===== src/include/gpio_pkg.sv =====
/*
  Shared constants and carrier types for the three-port I/O block.
  Assumes a byte-wide register port with a 12-bit byte address.
*/
package gpio_pkg;

  localparam int PORT_W = 8;
  localparam int ADDR_W = 12;

  // ----------------------------------------------------------------
  // register offsets
  // ----------------------------------------------------------------
  localparam logic [ADDR_W-1:0] FIRST_LATCH_OFS  = 12'h004;
  localparam logic [ADDR_W-1:0] SECOND_LATCH_OFS = 12'h005;
  localparam logic [ADDR_W-1:0] THIRD_LATCH_OFS  = 12'h006;
  localparam logic [ADDR_W-1:0] FIRST_PINS_OFS   = 12'h00A;
  localparam logic [ADDR_W-1:0] FIRST_DIR_OFS    = 12'h00C;
  localparam logic [ADDR_W-1:0] SECOND_DIR_OFS   = 12'h00D;
  localparam logic [ADDR_W-1:0] FIRST_DRAIN_OFS  = 12'h02D;
  localparam logic [ADDR_W-1:0] THIRD_DIR_OFS    = 12'h02E;
  localparam logic [ADDR_W-1:0] CONV_CTRL_OFS    = 12'h030;
  localparam logic [ADDR_W-1:0] SYS_CTRL_OFS     = 12'h038;
  localparam logic [ADDR_W-1:0] THIRD_PULLUP_OFS = 12'hFBC;

  // ----------------------------------------------------------------
  // field positions
  // ----------------------------------------------------------------
  localparam int CONV_DISABLE_BIT = 7;
  localparam int CONV_CHAN_LSB    = 0;
  localparam int CONV_CHAN_W      = 4;
  localparam int SYS_STOP_BIT     = 7;
  localparam int SYS_KEEP_BIT     = 4;

  // ----------------------------------------------------------------
  // reset values
  // ----------------------------------------------------------------
  localparam logic [PORT_W-1:0] FIRST_LATCH_RST  = 8'hFF;
  localparam logic [PORT_W-1:0] FIRST_DIR_RST    = 8'h00;
  localparam logic [PORT_W-1:0] FIRST_DRAIN_RST  = 8'h00;
  localparam logic [PORT_W-1:0] SECOND_LATCH_RST = 8'h00;
  localparam logic [PORT_W-1:0] SECOND_DIR_RST   = 8'h00;
  localparam logic [PORT_W-1:0] THIRD_LATCH_RST  = 8'h00;
  localparam logic [PORT_W-1:0] THIRD_DIR_RST    = 8'h00;
  localparam logic [PORT_W-1:0] THIRD_PULLUP_RST = 8'h00;
  localparam logic              DISABLE_RST      = 1'b1;
  localparam logic [CONV_CHAN_W-1:0] CHAN_RST    = 4'h0;

  // ----------------------------------------------------------------
  // carrier types
  // ----------------------------------------------------------------
  typedef struct packed {
    logic [PORT_W-1:0] level;
    logic [PORT_W-1:0] oe;
  } pin_drive_t;

  typedef struct packed {
    logic serial2_clock_pin;
    logic uart1_transmit_pin;
    logic uart2_transmit_pin;
  } alt_out_t;

  typedef struct packed {
    logic serial2_clock_pin;
    logic uart1_receive_pin;
    logic uart2_receive_pin;
    logic ext_interrupt_three_pin;
    logic timer_three_input_pin;
    logic ext_interrupt_four_pin;
  } alt_in_t;

endpackage


===== src/logic/three_port_gpio.sv =====
/*
  Three 8-bit general purpose ports with register port, open-drain
  option and alternate functions on the first port, and analog input
  sharing with pull-ups on the third port.
  Assumes pins are synchronous to ref_clk_i and that a pad ring turns
  level/oe pairs into real pins and pull-ups.
*/
// Functional notes
// - first port direction bit 0 input, 1 output; resets to zero.
// - first port output latch resets to all ones.
// - drain-select bit 0 push-pull tri-state, 1 sink-only; resets zero.
// - first port latch and read-only pin-level register at separate addresses.
// - first port read-modify-write never copies pins into input-bit latches.
// - first port bits carry serial, uart, interrupt and timer alternates.
// - second port direction and latch reset to zero; 1 means output.
// - second port data read returns pin levels on input bits.
// - third port direction, latch reset 0; pin-disable resets 1.
// - third port mode from direction, latch and analog pin-disable bit.
// - analog input bits of the third port read as 0.
// - fixed-zero input bits read 0 regardless of pin or pull-up.
// - pull-up enabled per bit, never on an output-mode pin.
// - converter channel comes from a separate channel-select field.
`timescale 1ns/1ps

module three_port_gpio
  import gpio_pkg::*;
(
  input  wire logic                   ref_clk_i,
  input  wire logic                   sys_rst_i,
  input  wire logic [ADDR_W-1:0]      addr_i,
  input  wire logic [PORT_W-1:0]      wdata_i,
  input  wire logic                   wr_i,
  input  wire logic                   rd_i,
  output logic      [PORT_W-1:0]      rdata_o,
  input  wire logic [PORT_W-1:0]      first_pin_i,
  output pin_drive_t                  first_drive_o,
  input  wire logic [PORT_W-1:0]      second_pin_i,
  output pin_drive_t                  second_drive_o,
  input  wire logic [PORT_W-1:0]      third_pin_i,
  output pin_drive_t                  third_drive_o,
  output logic      [PORT_W-1:0]      third_pullup_o,
  output logic      [PORT_W-1:0]      analog_enable_o,
  output logic      [CONV_CHAN_W-1:0] analog_channel_select_o,
  output logic                        stop_flag_o,
  input  wire alt_out_t               alt_out_i,
  output alt_in_t                     alt_in_o
);

  // ----------------------------------------------------------------
  // helpers
  // ----------------------------------------------------------------
  // output bits return the latch, input bits return the pin
  function automatic logic [PORT_W-1:0] mix_read(
    input logic [PORT_W-1:0] dir,
    input logic [PORT_W-1:0] latch,
    input logic [PORT_W-1:0] pins
  );
    mix_read = (dir & latch) | (~dir & pins);
  endfunction

  // a write strobe aimed at one register offset
  function automatic logic write_hit(
    input logic              wr,
    input logic [ADDR_W-1:0] addr,
    input logic [ADDR_W-1:0] ofs
  );
    write_hit = wr && (addr == ofs);
  endfunction

  // stop mode without output keep releases every driver
  function automatic logic [PORT_W-1:0] gate_oe(
    input logic              float_all,
    input logic [PORT_W-1:0] oe
  );
    gate_oe = float_all ? '0 : oe;
  endfunction

  // ----------------------------------------------------------------
  // registers
  // ----------------------------------------------------------------
  logic [PORT_W-1:0]      first_port_output_latch;
  logic [PORT_W-1:0]      first_port_direction;
  logic [PORT_W-1:0]      first_port_drain_select;
  logic [PORT_W-1:0]      second_port_output_latch;
  logic [PORT_W-1:0]      second_port_direction;
  logic [PORT_W-1:0]      third_port_output_latch;
  logic [PORT_W-1:0]      third_port_direction;
  logic [PORT_W-1:0]      third_port_pullup_enable;
  logic                   analog_pin_disable;
  logic [CONV_CHAN_W-1:0] analog_channel_select;
  logic                   stop_flag;
  logic                   stop_output_keep;

  logic                   outputs_float;
  logic [PORT_W-1:0]      first_alt_level;
  logic [PORT_W-1:0]      first_level;
  logic [PORT_W-1:0]      third_read;
  logic [PORT_W-1:0]      next_rdata;

  logic                   wr_first_latch;
  logic                   wr_first_dir;
  logic                   wr_first_drain;
  logic                   wr_second_latch;
  logic                   wr_second_dir;
  logic                   wr_third_latch;
  logic                   wr_third_dir;
  logic                   wr_third_pullup;
  logic                   wr_conv_ctrl;
  logic                   wr_sys_ctrl;

  // ----------------------------------------------------------------
  // write decode
  // ----------------------------------------------------------------
  assign wr_first_latch  = write_hit(wr_i, addr_i, FIRST_LATCH_OFS);
  assign wr_first_dir    = write_hit(wr_i, addr_i, FIRST_DIR_OFS);
  assign wr_first_drain  = write_hit(wr_i, addr_i, FIRST_DRAIN_OFS);
  assign wr_second_latch = write_hit(wr_i, addr_i, SECOND_LATCH_OFS);
  assign wr_second_dir   = write_hit(wr_i, addr_i, SECOND_DIR_OFS);
  assign wr_third_latch  = write_hit(wr_i, addr_i, THIRD_LATCH_OFS);
  assign wr_third_dir    = write_hit(wr_i, addr_i, THIRD_DIR_OFS);
  assign wr_third_pullup = write_hit(wr_i, addr_i, THIRD_PULLUP_OFS);
  assign wr_conv_ctrl    = write_hit(wr_i, addr_i, CONV_CTRL_OFS);
  assign wr_sys_ctrl     = write_hit(wr_i, addr_i, SYS_CTRL_OFS);

  // ----------------------------------------------------------------
  // first port
  // ----------------------------------------------------------------
  always_ff @(posedge ref_clk_i or posedge sys_rst_i)
  begin
    if (sys_rst_i)
    begin
      first_port_output_latch <= FIRST_LATCH_RST;
      first_port_direction    <= FIRST_DIR_RST;
      first_port_drain_select <= FIRST_DRAIN_RST;
    end
    else
    begin
      // the latch is written whole; pins never reach it through a read
      if (wr_first_latch)
        first_port_output_latch <= wdata_i;
      if (wr_first_dir)
        first_port_direction <= wdata_i;
      if (wr_first_drain)
        first_port_drain_select <= wdata_i;
    end
  end

  // ----------------------------------------------------------------
  // second port
  // ----------------------------------------------------------------
  always_ff @(posedge ref_clk_i or posedge sys_rst_i)
  begin
    if (sys_rst_i)
    begin
      second_port_output_latch <= SECOND_LATCH_RST;
      second_port_direction    <= SECOND_DIR_RST;
    end
    else
    begin
      if (wr_second_latch)
        second_port_output_latch <= wdata_i;
      if (wr_second_dir)
        second_port_direction <= wdata_i;
    end
  end

  // ----------------------------------------------------------------
  // third port and converter control
  // ----------------------------------------------------------------
  always_ff @(posedge ref_clk_i or posedge sys_rst_i)
  begin
    if (sys_rst_i)
    begin
      third_port_output_latch  <= THIRD_LATCH_RST;
      third_port_direction     <= THIRD_DIR_RST;
      third_port_pullup_enable <= THIRD_PULLUP_RST;
      analog_pin_disable       <= DISABLE_RST;
      analog_channel_select    <= CHAN_RST;
    end
    else
    begin
      if (wr_third_latch)
        third_port_output_latch <= wdata_i;
      if (wr_third_dir)
        third_port_direction <= wdata_i;
      if (wr_third_pullup)
        third_port_pullup_enable <= wdata_i;
      if (wr_conv_ctrl)
      begin
        analog_pin_disable    <= wdata_i[CONV_DISABLE_BIT];
        analog_channel_select <= wdata_i[CONV_CHAN_LSB +: CONV_CHAN_W];
      end
    end
  end

  // ----------------------------------------------------------------
  // system control: stop mode and output keep
  // ----------------------------------------------------------------
  always_ff @(posedge ref_clk_i or posedge sys_rst_i)
  begin
    if (sys_rst_i)
    begin
      stop_flag        <= 1'b0;
      stop_output_keep <= 1'b0;
    end
    else if (wr_sys_ctrl)
    begin
      stop_flag        <= wdata_i[SYS_STOP_BIT];
      stop_output_keep <= wdata_i[SYS_KEEP_BIT];
    end
  end

  assign outputs_float = stop_flag & ~stop_output_keep;
  assign stop_flag_o   = stop_flag;

  // ----------------------------------------------------------------
  // pin drive
  // ----------------------------------------------------------------
  // alternate outputs are gated by the latch, which software sets to 1
  assign first_alt_level = {1'b1, 1'b1, alt_out_i.uart2_transmit_pin, 1'b1,
                            1'b1, alt_out_i.uart1_transmit_pin, 1'b1,
                            alt_out_i.serial2_clock_pin};
  assign first_level = first_port_output_latch & first_alt_level;

  always_ff @(posedge ref_clk_i or posedge sys_rst_i)
  begin
    if (sys_rst_i)
      first_drive_o <= '0;
    else
    begin
      first_drive_o.level <= first_level;
      // open-drain bits only enable the driver while pulling low
      first_drive_o.oe    <= gate_oe(outputs_float,
                                     first_port_direction &
                                     (~first_port_drain_select | ~first_level));
    end
  end

  always_ff @(posedge ref_clk_i or posedge sys_rst_i)
  begin
    if (sys_rst_i)
      second_drive_o <= '0;
    else
    begin
      second_drive_o.level <= second_port_output_latch;
      second_drive_o.oe    <= gate_oe(outputs_float, second_port_direction);
    end
  end

  always_ff @(posedge ref_clk_i or posedge sys_rst_i)
  begin
    if (sys_rst_i)
      third_drive_o <= '0;
    else
    begin
      third_drive_o.level <= third_port_output_latch;
      third_drive_o.oe    <= gate_oe(outputs_float, third_port_direction);
    end
  end

  // ----------------------------------------------------------------
  // third port modes
  // ----------------------------------------------------------------
  always_ff @(posedge ref_clk_i or posedge sys_rst_i)
  begin
    if (sys_rst_i)
    begin
      third_pullup_o  <= '0;
      analog_enable_o <= '0;
    end
    else
    begin
      third_pullup_o  <= third_port_pullup_enable & ~third_port_direction;
      analog_enable_o <= analog_pin_disable ? '0 :
                         ~third_port_direction & ~third_port_output_latch;
    end
  end

  assign analog_channel_select_o = analog_channel_select;

  // input bits with latch 0 read 0 in both fixed-zero and analog modes
  assign third_read = mix_read(third_port_direction, third_port_output_latch,
                               third_pin_i & third_port_output_latch);

  // ----------------------------------------------------------------
  // alternate inputs
  // ----------------------------------------------------------------
  always_ff @(posedge ref_clk_i or posedge sys_rst_i)
  begin
    if (sys_rst_i)
      alt_in_o <= '0;
    else
    begin
      alt_in_o.serial2_clock_pin       <= first_pin_i[0];
      alt_in_o.uart1_receive_pin       <= first_pin_i[1];
      alt_in_o.uart2_receive_pin       <= first_pin_i[4];
      alt_in_o.ext_interrupt_three_pin <= first_pin_i[6];
      alt_in_o.timer_three_input_pin   <= first_pin_i[6];
      alt_in_o.ext_interrupt_four_pin  <= first_pin_i[7];
    end
  end

  // ----------------------------------------------------------------
  // read path
  // ----------------------------------------------------------------
  always_comb
  begin
    next_rdata = '0;
    unique case (addr_i)
      FIRST_LATCH_OFS:  next_rdata = first_port_output_latch;
      FIRST_PINS_OFS:   next_rdata = first_pin_i;
      FIRST_DIR_OFS:    next_rdata = first_port_direction;
      FIRST_DRAIN_OFS:  next_rdata = first_port_drain_select;
      SECOND_LATCH_OFS: next_rdata = mix_read(second_port_direction,
                                              second_port_output_latch,
                                              second_pin_i);
      SECOND_DIR_OFS:   next_rdata = second_port_direction;
      THIRD_LATCH_OFS:  next_rdata = third_read;
      THIRD_DIR_OFS:    next_rdata = third_port_direction;
      THIRD_PULLUP_OFS: next_rdata = third_port_pullup_enable;
      CONV_CTRL_OFS:
      begin
        next_rdata[CONV_DISABLE_BIT]                  = analog_pin_disable;
        next_rdata[CONV_CHAN_LSB +: CONV_CHAN_W]      = analog_channel_select;
      end
      SYS_CTRL_OFS:
      begin
        next_rdata[SYS_STOP_BIT] = stop_flag;
        next_rdata[SYS_KEEP_BIT] = stop_output_keep;
      end
      default:          next_rdata = '0;
    endcase
  end

  always_ff @(posedge ref_clk_i or posedge sys_rst_i)
  begin
    if (sys_rst_i)
      rdata_o <= '0;
    else if (rd_i)
      rdata_o <= next_rdata;
    else
      rdata_o <= '0;
  end

endmodule // three_port_gpio


===== config.mk =====
export PLATFORM = sky130hd
export DESIGN_NAME = three_port_gpio
export DESIGN_NICKNAME = d
export VERILOG_FILES = /design/src/include/gpio_pkg.sv /design/src/logic/three_port_gpio.sv
export SDC_FILE = /design/constraint.sdc
export NUM_CORES = 1
export LEC_CHECK = 0
export BUFFER_PORTS_ARGS = -buffer_cell sky130_fd_sc_hd__buf_2
export CORE_MARGIN = 2
export CORE_UTILIZATION = 49
export DETAILED_ROUTE_END_ITERATION = 6
export PLACE_DENSITY = 0.88
export SYNTH_ARGS = -nofsm -noshare
export SYNTH_HDL_FRONTEND = slang
export SYNTH_SLANG_ARGS = --single-unit

===== constraint.sdc =====
create_clock -name ref_clk_i -period 4.4 [get_ports ref_clk_i]
set_clock_uncertainty 0.15 [all_clocks]
set_input_delay 0.44 -clock ref_clk_i [delete_from_list [all_inputs] [get_ports ref_clk_i]]
set_output_delay 0.44 -clock ref_clk_i [all_outputs]
set_load 0.02 [all_outputs]

==> summary.md <==
| Metric | Value |
|---|---|
| Die area | `between 10000 and 15000 um2` |
| Slowest Stage Delay on Critical Path | `between 0.6 and 0.7 ns` |
| Status | `finished, final reports clean` |
| WL final | `around 17000 um` |
| Synth area leader | `dfrtp_1` |
| VDD IR-drop max | `0.2293 mV` |
| CP Cell Sequence | `buf_2 > or4_1 > nor3_4 > nand4_2 > mux2_2` |
| Syn Inst Count | `roughly 450` |
| Final hold violation count | `0` |
| Cell Int Power | `2.260 mW` |
| CP Buf/Inv Count | `1` |
| Kind of critical path | `in2reg` |
| Worst Path Required | `4.56 ns` |
| Core area | `~12000 um2` |
| Cts bufs inserted | `17` |
| Clock sink count | `~150` |
| Startpoint types | `input port` |
| P&R area growth vs syn | `24.12%` |
| CTS Root Cell | `clkbuf_16` |
| Cell family with the largest share of critical-path delay | `simple AND/OR/NAND/NOR gates` |
| All-Layer GR Usage | `0.2634` |
| Minimum clock period | `2.696 ns` |
| CP max-delay cell | `or4_1` |
| DRT antenna net count | `0` |
| Final worst path period share | `0.6128` |
| Initial Utilization | `0.5026` |
| Sequential Power Share | `0.465` |
| Share of cells above drive strength 1 | `0.4470` |
| Flops & latches, synth | `148` |
| Setup crit start | `addr_i[8]` |
| Post-CTS resize count | `0` |
| GPL Wtd Cong | `~1.0` |
| Die height | `roughly 110 um` |
| Commonest non-fill, non-tap cell in the layout | `dfrtp_1` |
| Leak | `between 3 and 4 nW` |
| Slew @ Worst Pin | `around 1.1 ns` |
| PortBufs | `133` |
| Most frequent cells in the layout | `dfrtp_1 (139), buf_2 (133), mux2_2 (66)` |
| Total grt overflow | `0` |
| Register area share after synthesis | `0.6153` |
| Ranking of synthesized cells by area | `dfrtp_1 (58%), mux2_2 (12%), dfstp_2 (3.9%), and2_1 (2.5%), mux2_4 (2.0%)` |
| Sw frac | `0.2354` |
| Final HPWL DP | `~11000 um` |
| CP arrival | `2.86 ns` |
| HP Class | `in2async` |
| Worst Setup End Kind | `flop` |
| RSZ-0062 raised after global routing | `no` |
| Max Clk Rate | `approximately 0.37 GHz` |
| Slew Limit Fails | `0` |
| Synth top area share | `0.5762` |
| Pre-Repair DR Iteration Count | `5` |
| Synthesized area | `about 6000 um2` |
| Ant diodes | `0` |
| Later-pin clock latency in the skew report | `0.43 ns` |
| Largest net degree at the start of global routing | `149` |
| Clock transition at path regs | `~0.060 ns` |
| Clock power frac | `0.490` |
| Power Density | `about 390 nW/um2` |
| Main flop type after synthesis | `dfrtp_1` |
| Overall via count from detail_route | `approximately 4400` |
| Number of global-route vias before repair | `4551` |
| Yosys Warn Count | `0` |
| Row count | `40` |
| Max-slew headroom | `0.2872` |
| Yosys cell types | `57` |
| Layout net count | `about 640` |
| Post-synthesis async set-or-reset flop share | `1.000` |
| Num ports | `about 130` |
| Gate power share | `0.045` |
| Max_cap viols | `0` |
| Setup Viol. Count Final | `0` |
| Dpl ws | `between 1 and 1.5 ns` |
| CP max FO | `16` |
| Setup_tns | `0 ns` |
| Clk buf depth | `2` |
| Post-route setup slack | `1.704 ns` |
| Global-route wire length before repair | `25630 um` |
| Number of flops mapped to enable cells by yosys | `0` |
| Reg2reg start | `stop_output_keep` |
| CTS tree | `built` |
| Via density | `5.824` |
| DRT iter0 DRCs | `around 350` |
| Mean Syn Cell Area | `13.51 um2` |
| Net Sw Power | `695.9 uW` |
| Die width | `about 110 um` |
| WL per Instance | `between 20 and 25 um` |
| Synthesized Nets | `around 500` |
| H-tree depth | `4` |
| DRC violations left | `0` |
| Initial antenna violation count | `0` |
-- state kept, by name, summed over array words and instances (netlist names), 4 cells and up --
register	cells
alt_in_o	5
second_port_output_latch	8
third_pullup_o	8
first_drive_o	16
first_port_output_latch	8
analog_enable_o	8
analog_channel_select_o	4
first_port_drain_select	8
third_port_output_latch	8
second_drive_o	16
second_port_direction	8
third_port_pullup_enable	8
rdata_o	8
first_port_direction	8
third_port_direction	8
third_drive_o	16
-- logic make-up after synthesis --
group | count (synthesis) | share of synthesized area
xor gates and xnor gates | 1 | 0.001451
buffers and inverters | 21 | 0.01658
DFF | 148 | 0.6153
AOI/OAI and AO/OA | 76 | 0.08477
and+or+nand+nor | 118 | 0.1239
muxes | 83 | 0.1579
-- cell usage after synthesis (all sizes together), types with 3 or more instances --
library cell,number
nand3b,4
and2,24
and3,8
o31ai,4
nor3,15
nor2,9
mux2i,9
a22o,8
a22oi,15
clkbuf,8
a31oi,8
nand4,3
buf,10
dfstp,9
o211ai,3
inv,3
nor4,3
dfrtp,139
mux2,74
nor2b,12
a21oi,8
nand3,7
a21boi,3
nand2,21
o21ai,18
-- per-layer routing --
metal,track usage,wire length (um)
met3,0.06958,1307
met2,0.4141,7920
met5,0,0
met4,0.1012,505
met1,0.3538,6946
-- path summary, 6_finish.rpt --
kind | to | depth (start not counted) | slack (ns)
min in group ref_clk_i | alt_in_o[4] | 1 | 0.03
worst max-delay path | third_port_output_latch[3] | 5 | 1.70
max in group asynchronous | alt_in_o[1] | 3 | 3.38
worst min register to register | second_drive_o[15] | 0 | 0.27
worst max register to register | first_drive_o[1] | 2 | 2.62
worst min-delay path | first_drive_o[6] | 3 | 0.0006
-- what timing repair did --
| item | CTS | global route |
|---|---|---|
| buffers inserted | 0 | 0 |
| hold endpoints to repair | 3 | 1 |
| hold buffers | 3 | 1 |
-- worst register-to-register path, delay by kind of cell (launching register included) --
family	cells	cell delay, ns
simple gates	2	1.12
flops	1	0.38
-- per-stage QoR --
stage / instance area (um2) / hold WS, ns / util / instances / total power [mW]
2_1_floorplan: 6041 / 0.2189 / - / 447 / 1.465
3_3_place_gp: 6859 / 0.2461 / 0.5710 / 715 / 1.526
3_5_place_dp: 6859 / 0.2486 / 0.5710 / 715 / 1.528
4_1_cts: 7483 / 0.001307 / 0.6230 / 750 / 2.971
5_1_grt: 7493 / 0.01384 / 0.6239 / 751 / 3.050
6_report: 7493 / 0.0005548 / 0.6239 / 751 / 2.956
-- power by group through the flow --
stage	combinational, mW	clock [mW]	sequential [mW]
floorplan	0.0598	0	1.41
global placement	0.127	0	1.40
detailed placement	0.129	0	1.40
CTS	0.132	1.46	1.37
global route	0.145	1.53	1.37
finish	0.133	1.45	1.37
-- layout make-up --
type	count	area, um2
Multi-Input combinational cell	278	2222
Timing Repair Buffer	143	763.2
Inverter	3	15.01
Clock inverter	15	168.9
Tap cell	147	183.9
Clock buffer	17	425.4
Sequential cell	148	3715
Fill cell	907	4518
No activity file was read; power rests on OpenSTA's default activity.
